**config.mk**
```make
export PLATFORM = sky130hd
export DESIGN_NAME = overrange_flag_clock_out_mux
export DESIGN_NICKNAME = d
export VERILOG_FILES = /design/src/inc/overrange_pkg.sv /design/src/rtl/overrange_flag_clock_out_mux.sv /design/src/rtl/overrange_hold.sv
export VERILOG_INCLUDE_DIRS = /design/src /design/src/inc
export SDC_FILE = /design/constraint.sdc
export NUM_CORES = 1
export LEC_CHECK = 0
export ABC_AREA = 1
export BUFFER_PORTS_ARGS = -buffer_cell sky130_fd_sc_hd__buf_2
export CORE_ASPECT_RATIO = 2
export CORE_MARGIN = 2
export CORE_UTILIZATION = 61
export DETAILED_ROUTE_END_ITERATION = 12
export GPL_TIMING_DRIVEN = 0
export HOLD_SLACK_MARGIN = 0.02
export PLACE_DENSITY = 0.87
export RECOVER_POWER = 25
export SETUP_SLACK_MARGIN = 0.3
export SYNTH_ARGS = -nofsm -noshare
export SYNTH_HDL_FRONTEND = slang
export SYNTH_HIERARCHICAL = 1
export SYNTH_SLANG_ARGS = --single-unit
```
**constraint.sdc**
```tcl
create_clock -name clk -period 2.7 [get_ports clk]
set_input_delay 0.135 -clock clk [delete_from_list [all_inputs] [get_ports clk]]
set_output_delay 0.135 -clock clk [all_outputs]
set_load 0.02 [all_outputs]
```
**src/inc/overrange_regs.svh**
```systemverilog
`ifndef OVERRANGE_REGS_SVH
`define OVERRANGE_REGS_SVH
// ****************************************
// constants
// ****************************************
`define OVR_SAMPLE_W      9
`define OVR_PULSE_W       8
`define OVR_NUM_CH        4
`define OVR_CH_A          0
`define OVR_CH_B          1
`define OVR_CH_C          2
`define OVR_CFG_OFF       2'h0
`define OVR_CFG_COPY      2'h1
`define OVR_CFG_DIV2      2'h2
`define OVR_CFG_DIV4      2'h3
`define OVR_VAR_SINGLE    2'h0
`define OVR_VAR_DUAL      2'h1
`define OVR_VAR_QUAD      2'h2
`endif

```
**src/inc/overrange_pkg.sv**
```systemverilog
package overrange_pkg;
  typedef enum logic [1:0] {
    VAR_SINGLE,
    VAR_DUAL,
    VAR_QUAD
  } variant_t;
  typedef enum {
    SRC_FLAG,
    SRC_CLOCK,
    SRC_IDLE
  } c_src_t;
endpackage

```
**src/rtl/overrange_flag_clock_out_mux.sv**
```systemverilog
// Function
// - channel A output goes high when channel A exceeds threshold.
// - channel B output only on quad and dual variants, over threshold.
// - each asserted over-range flag stays high for at least the minimum pulse.
// - channel C flag only on quad variant, raised over threshold.
// - channel C carries divided or copied clock if enabled, synthesizer on and no power down.
// - straps both low with no register override, or override with register code 0, gives channel C the flag.
// - code 1 copy, code 2 divide by two, code 3 divide by four.
// - clock present from reset by straps alone with enable, no power down.
// - power down stops reference clock output and channel C clock.
`include "overrange_regs.svh"
module overrange_flag_clock_out_mux
  import overrange_pkg::*;
#(
  parameter int SW = `OVR_SAMPLE_W,
  parameter int PW = `OVR_PULSE_W
) (
  // clock and reset
  input  wire logic                      clk,
  input  wire logic                      rstn,
  input  wire logic                      ce,
  // configuration
  input  overrange_pkg::variant_t        variant,
  input  wire logic [SW-1:0]             overrange_threshold,
  input  wire logic [PW-1:0]             overrange_min_pulse,
  input  wire logic [1:0]                clock_output_select,
  input  wire logic                      clock_reg_override,
  input  wire logic [1:0]                clock_reg_select,
  input  wire logic                      synth_enable,
  input  wire logic                      power_down_input,
  input  wire logic                      ref_clock_in,
  // channel magnitudes
  input  wire logic [SW-1:0]             magnitude_a,
  input  wire logic [SW-1:0]             magnitude_b,
  input  wire logic [SW-1:0]             magnitude_c,
  // outputs
  output logic                           overrange_out_a,
  output logic                           overrange_out_b,
  output logic                           overrange_or_clock_out_c,
  output logic                           reference_clock_output
);
  import overrange_pkg::*;

  if (SW < 1 || PW < 1) begin : g_bad_width
    $error("bad width");
  end

  // ****************************************
  // over-range detectors
  // ****************************************
  logic [`OVR_NUM_CH-2:0] ch_en;
  logic [`OVR_NUM_CH-2:0] ch_flag;
  logic [SW-1:0]          mag [`OVR_NUM_CH-1];

  assign mag[`OVR_CH_A] = magnitude_a;
  assign mag[`OVR_CH_B] = magnitude_b;
  assign mag[`OVR_CH_C] = magnitude_c;
  assign ch_en[`OVR_CH_A] = 1'b1;
  assign ch_en[`OVR_CH_B] = (variant != VAR_SINGLE);
  assign ch_en[`OVR_CH_C] = (variant == VAR_QUAD);

  genvar g;
  generate
    for (g = 0; g < `OVR_NUM_CH - 1; g++) begin : g_ch
      overrange_hold #(.SW(SW), .PW(PW)) u_hold (
        .clk       (clk),
        .rstn      (rstn),
        .ce        (ce),
        .enable    (ch_en[g]),
        .magnitude (mag[g]),
        .threshold (overrange_threshold),
        .min_pulse (overrange_min_pulse),
        .flag      (ch_flag[g])
      );
    end
  endgenerate

  // ****************************************
  // clock select and divider
  // ****************************************
  logic [1:0] sel;
  logic [1:0] div_r;
  logic [1:0] div_nxt;
  logic       ref_prev_r;
  logic       ref_prev_nxt;
  logic       ref_rise;
  logic       clk_on;
  logic       div_clk;
  c_src_t     src;

  assign sel = clock_reg_override ? clock_reg_select
                                  : clock_output_select;
  assign clk_on = synth_enable && !power_down_input;
  assign ref_rise = ref_clock_in && !ref_prev_r;

  always_comb begin
    ref_prev_nxt = ref_clock_in;
    div_nxt = div_r;
    if (!clk_on) begin
      div_nxt = 2'h0;
    end else if (ref_rise) begin
      div_nxt = div_r + 2'h1;
    end
  end

  always_ff @(posedge clk or negedge rstn) begin
    if (!rstn) begin
      div_r      <= 2'h0;
      ref_prev_r <= 1'b0;
    end else if (ce) begin
      div_r      <= div_nxt;
      ref_prev_r <= ref_prev_nxt;
    end
  end

  always_comb begin
    if (sel == `OVR_CFG_OFF) begin
      src = SRC_FLAG;
    end else if (clk_on) begin
      src = SRC_CLOCK;
    end else begin
      src = SRC_IDLE;
    end
    case (sel)
      `OVR_CFG_COPY: div_clk = ref_clock_in;
      `OVR_CFG_DIV2: div_clk = div_r[0];
      `OVR_CFG_DIV4: div_clk = div_r[1];
      default:       div_clk = 1'b0;
    endcase
  end

  // ****************************************
  // outputs
  // ****************************************
  assign overrange_out_a = ch_flag[`OVR_CH_A];
  assign overrange_out_b = ch_flag[`OVR_CH_B];
  assign reference_clock_output = clk_on & ref_clock_in;

  always_comb begin
    case (src)
      SRC_FLAG:  overrange_or_clock_out_c = ch_flag[`OVR_CH_C];
      SRC_CLOCK: overrange_or_clock_out_c = div_clk;
      SRC_IDLE:  overrange_or_clock_out_c = 1'b0;
      default:   overrange_or_clock_out_c = 1'b0;
    endcase
  end
endmodule

```
**src/rtl/overrange_hold.sv**
```systemverilog
`include "overrange_regs.svh"
// ****************************************
// per-channel threshold compare and stretch
// ****************************************
module overrange_hold #(
  parameter int SW = `OVR_SAMPLE_W,
  parameter int PW = `OVR_PULSE_W
) (
  // clock and reset
  input  wire logic          clk,
  input  wire logic          rstn,
  input  wire logic          ce,
  // channel
  input  wire logic          enable,
  input  wire logic [SW-1:0] magnitude,
  input  wire logic [SW-1:0] threshold,
  input  wire logic [PW-1:0] min_pulse,
  output logic               flag
);
  logic          flag_r;
  logic          flag_nxt;
  logic [PW-1:0] cnt_r;
  logic [PW-1:0] cnt_nxt;
  logic          over;

  assign over = enable && (magnitude > threshold);
  assign flag = flag_r;

  always_comb begin
    flag_nxt = flag_r;
    cnt_nxt  = cnt_r;
    if (over) begin
      flag_nxt = 1'b1;
      cnt_nxt  = min_pulse;
    end else if (cnt_r > PW'(1)) begin
      cnt_nxt = cnt_r - PW'(1);
    end else begin
      flag_nxt = 1'b0;
      cnt_nxt  = '0;
    end
  end

  always_ff @(posedge clk or negedge rstn) begin
    if (!rstn) begin
      flag_r <= 1'b0;
      cnt_r  <= '0;
    end else if (ce) begin
      flag_r <= flag_nxt;
      cnt_r  <= cnt_nxt;
    end
  end
endmodule

```
# Word level (Yosys, flattened, before mapping)
# Cells that the tools add are included.
[totals] in_bits=57 regBits=30 wordCells=60
[classes] eq_ne=9 n_reduce_logical=13 n_mux=19 bitwise=1 n_addsub=4 order_cmp=6
[op_table] operator="2-to-1 mux 8 bit" count=6
[op_table] operator="equality test 32 x 1 -> 1 bit (second input constant)" count=1
[op_table] operator="zero test 32 bit" count=1
[op_table] operator="greater-than comparator 9 bit" count=3
[op_table] operator="greater-than comparator 8 x 1 -> 1 bit (second input constant)" count=3
[op_table] operator="subtractor 8 x 1 -> 8 bit (second input constant)" count=3
[op_table] operator="2-to-1 mux 2 bit" count=5
[op_table] operator="AND reduction 2 bit" count=4
[op_table] operator="equality test 2 bit (second input constant)" count=3
[op_table] operator="2-to-1 mux 1 bit" count=6
[op_table] operator="!= test 2 x 1 -> 1 bit (second input constant)" count=3
[op_table] operator="logical AND 1 bit" count=4
[op_table] operator="one-hot mux 1 bit (3 select lines)" count=1
[op_table] operator="adder 2 x 1 -> 2 bit (second input constant)" count=1
[op_table] operator="equality test 2 x 1 -> 1 bit (second input constant)" count=1
[op_table] operator="zero test 1 bit" count=2
[op_table] operator="zero test 2 bit" count=1
[op_table] operator="!= test 2 bit (second input constant)" count=1
[op_table] operator="one-hot mux 1 bit (2 select lines)" count=1
[op_table] operator="nonzero test 2 bit" count=1
[op_table] operator="AND 1 bit" count=1

# Logic depth before layout (Yosys ltp)
[logic_depth] word_depth=6 mapped_depth=12 mapped_depth_nobuf=12

# Modules after synthesis
# The synthesis kept the hierarchy.
[by_module_without_submodules] module="overrange_hold" cells_each=152 seq_area_each_um2=225.2 area_per_inst_um2=983.4 instances=3
[by_module_without_submodules] module="overrange_flag_clock_out_mux" cells_each=46 seq_area_each_um2=75.1 area_per_inst_um2=266.5 instances=1

# Worst setup path after synthesis
# Ideal clock, no wire load.
[synth_timing] path_type="reg2reg" start="reg g_ch[0].u_hold.cnt_r[0]" end="reg g_ch[0].u_hold.cnt_r[4]" slack_ps=1281 n_path_buf=1 path_stages_with_launch=10 required_ps=2583 arrival_ps=1302 period_less_slack_ps=1419 setup_time_ps=117 cell_sequence="dfrtp_1 -> inv_1 -> ha_1 -> o21ai_1 -> or2_1 -> buf_6 -> nand3_1 -> nand2_1 -> nand3_1 -> nand2_1"
[synth_via] elab_chain_len=3 elab_cells_between_ends=4 cone_classes="add/sub (1); order compare (1); mux (2)"
[synth_rtl] item="from (decl)" line_no="overrange_hold.sv:22" rtl="logic [PW-1:0] cnt_r;"
[synth_rtl] item="from (signal assigned)" line_no="overrange_hold.sv:49" rtl="cnt_r <= cnt_nxt;"
[synth_rtl] item="subtractor 8 x 1 -> 8 bit / greater-than comparator 8 x 1 -> 1 bit (equally long branches)" line_no="overrange_hold.sv:36, overrange_hold.sv:35"
[synth_rtl] item="2-to-1 mux 8 bit (*)" line_no="overrange_hold.sv:35" rtl="end else if (cnt_r > PW'(1)) begin"
[synth_rtl] item="2-to-1 mux 8 bit (*)" line_no="overrange_hold.sv:32" rtl="if (over) begin"
# Mark *: on every way between the ends. The rest lies on a longest branch, timed or not.
# A chain may end at the register's enable or synchronous reset.

==> flow_summary.toml <==
[floorplanning]
initial_utilization_pct = 63.2
fp-row-count = 37
die_area_sq_um = 5910
dieWidth_um = 55.4
core-area_sq_um = 5090
io_pins = 61
die_y_um = 107

[global_routing]
track_usage_pct = 29.3
grt_pass1_wl_mm = 14.0
grt_max_degree = 31
grt_antenna_before_repair = 0
first_global_vias = 3514
overflow = 0

[synth]
synthMuxAreaShare_pct = 0
synthXorXnorAreaFrac_pct = 0.272
synth_cells = 502
syn-num-nets = 592
synth_top_family_by_area = "simple AND/OR/NAND/NOR gates"
yosys.area_share.simple_pct = 41.5
syn_area_sq_um = 3220
synth_compound_area_share_pct = 7.55
syn_area_per_cell_sq_um = 6.41
synth-seq-area-share_pct = 23.3
ys_ff_latch = 30
ys.warnings.count = 6
ys_types = 29
yosys.area_share.adder_pct = 12.8

[status]
status = "complete, but fails checks"
violations = "max-capacitance violations, max-slew violations"

[power_and_ir_drop]
leakage_uw = 0.00228
peakVddDrop_uv = 445
power-per-cell-area_nw_per_um2 = 612

[clocking]
cts_setup_buffers = 0
cts_tree = "built"
cts.sinks = 30
clk_latency_ns = 0.28
cts_buffer_depth = 2
path_clk_slew_ns = 0.06
cts.htree.levels = 2
cts_buffers = 5
clk_root_buffer_cell = "clkbuf_8"

[timing]
tightest_slew_ns = 1.66
timing.final.ws_setup_ns = 0.928
final-hold-violation-count = 0
relSlewSlack_pct = -10.8
maxSlewViolCount = 31
rsz0062_at_grt = "no"
max_freq_mhz = 564
timing.hold.ws_ns = 0.101
setup_viol = 0
fin_skew_ns = 0.00341
period_share_pct = 65.6
finalSetupTns_ns = 0
finalCriticalPeriod_ns = 1.77

[placed_design]
io_buffer_count = 60
hpwl_mm = 6.57
place_congestion = 0.923
placed_area_sq_um = 3590
place_worst_setup_slack_ns = 1.05

[finish]
n_antenna_cell = 0
drive_above_1_share_pct = 19.9
final_area_sq_um = 3680
nets = 660
final_util_pct = 72.2
area_growth_pct = 14.3

[worst_setup_path]
crit_chain = "dlygate4sd3_1, clkbuf_1"
path_class = "in2async"
crit_path_end_kind = "asynchronous set/reset pin"
critPathSlowestCell = "clkbuf_1"
path_max_fanout = 30
slowest_delay_ns = 1.19
crit_required_ns = 2.79
critPathTopFamily = "buffers and inverters"
critPathBufInv = 2
start_kind = "primary input"
worstPathArrival_ns = 1.86

[route]
drtIter0Drc = 106
drt-total-wl_mm = 8.02
route.detailed.drc = 0
ant_nets = 0
viasPerCell = 5.35
wl_per_cell_um = 12.8
drt_first_pass_iters = 4
vias = 3352

[run]
max-cap-violations = 1

[min_path]
hold_class = "in2reg"
==> state kept, by name (all words and copies together) (netlist names) <==
| register | cells |
|---|---|
| g_ch.u_hold/flag | 3 |
| div_r | 2 |
| ref_prev_r | 1 |
| g_ch.u_hold/cnt_r | 24 |
==> through the flow <==
stage | total power (uW) | std cells
2_1_floorplan | 1600 | 502
3_3_place_gp | 1830 | 620
3_5_place_dp | 1880 | 620
4_1_cts | 2260 | 627
5_1_grt | 2480 | 627
6_report | 2250 | 627
==> tightest hold or removal path, delay by kind of cell <==
family | cells | cell delay [ns]
AND/OR/NAND/NOR | 1 | 0.04
AO/OA/AOI/OAI | 1 | 0.06
buffers and inverters | 1 | 0.10
==> where the power goes <==
part           internal (uW)  switching, uW  leakage, uW
clock                    196            163    0.0000431
combinational            448            700      0.00188
sequential               600            144     0.000361
total                   1240           1010      0.00228
==> area by class of cell <==
class	count	area, sq um
Fill cell	462	1420
Sequential cell	30	751
Tap cell	58	72.6
Buffer	6	48.8
Clock buffer	6	82.6
Inverter	110	413
Multi-Input combinational cell	356	2000
Timing Repair Buffer	61	305
==> cell families (layout without fill, tap and decap cells) <==
family                     Yosys count  in the layout
xor gates and xnor gates             1              1
other                                1              1
and+or+nand+nor                    286            286
DFF                                 30             30
AOI/OAI and AO/OA                   35             35
buffers and inverters              116            183
adders and majority gates           33             33
==> repair_timing <==
action | 4_1_cts | 5_1_grt
resized for setup | 0 | 0
endpoints found under the setup margin | 0 | 0
endpoints found under the hold margin | 30 | 0
hold buffers | 1 | 0
==> metal layers <==
layer	global-route usage [%]	part of all wire (%)	vias to the layer above
li1	-	-	1694
met1	25.5	33	1507
met2	58.7	57	122
met3	4.83	4.9	29
met4	18.6	4.5	0
met5	0	0	-
==> synthesized netlist by cell type <==
library cell | n | share of area [%]
o21ai_0 | 7 | 1.1
nand2_4 | 3 | 1.1
or2_1 | 3 | 0.58
o21bai_1 | 3 | 0.70
inv_1 | 100 | 12
xor2_1 | 1 | 0.27
a21oi_4 | 3 | 1.5
nand3_1 | 69 | 11
buf_6 | 3 | 1.1
nand3_2 | 12 | 3.7
buf_2 | 3 | 0.47
nor2_4 | 3 | 1.1
o21ai_1 | 6 | 0.93
a31oi_1 | 3 | 0.58
nand4_1 | 3 | 0.58
nand2_1 | 154 | 18
or2_0 | 1 | 0.19
dfrtp_1 | 30 | 23
or2_2 | 1 | 0.19
nor2_2 | 4 | 0.78
conb_1 | 1 | 0.12
nand2_2 | 6 | 1.2
o21ai_2 | 6 | 1.6
a21oi_1 | 7 | 1.1
ha_1 | 33 | 13
nand3b_1 | 3 | 0.70
inv_2 | 7 | 0.82
clkinv_1 | 3 | 0.35
nor2_1 | 24 | 2.8
==> worst paths after layout <==
| path | from | end | slack, ns | depth (start not counted) |
|---|---|---|---|---|
| max in group clk | g_ch[0].u_hold/cnt_r[0] | g_ch[0].u_hold/cnt_r[4] | 1.10 | 9 |
| hold reg to reg | g_ch[2].u_hold/cnt_r[1] | g_ch[2].u_hold/cnt_r[1] | 0.49 | 2 |
| setup / recovery | rstn | g_ch[2].u_hold/cnt_r[6] | 0.93 | 2 |
| min in group asynchronous | rstn | g_ch[0].u_hold/cnt_r[2] | 0.81 | 2 |
| setup reg to reg | g_ch[0].u_hold/cnt_r[0] | g_ch[0].u_hold/cnt_r[4] | 1.10 | 9 |
| hold / removal | ref_clock_in | ref_prev_r | 0.10 | 3 |
==> cell usage in the layout (no fill, tap or decap) <==
cell type,instances
nand2_1,154
inv_1,100
nand3_1,69
buf_2,59
ha_1,33
dfrtp_1,30
nor2_1,24
nand3_2,12
inv_2,7
o21ai_0,7
a21oi_1,7
nand2_2,6
clkbuf_8,6
o21ai_1,6
o21ai_2,6
nor2_2,4
clkbuf_1,4
nor2_4,3
nand3b_1,3
a21oi_4,3
nand2_4,3
or2_1,3
buf_6,3
clkinv_1,3
nand4_1,3
o21bai_1,3
a31oi_1,3
or2_2,1
xor2_1,1
or2_0,1
conb_1,1
dlygate4sd3_1,1
(Power assumes the default switching activity.)
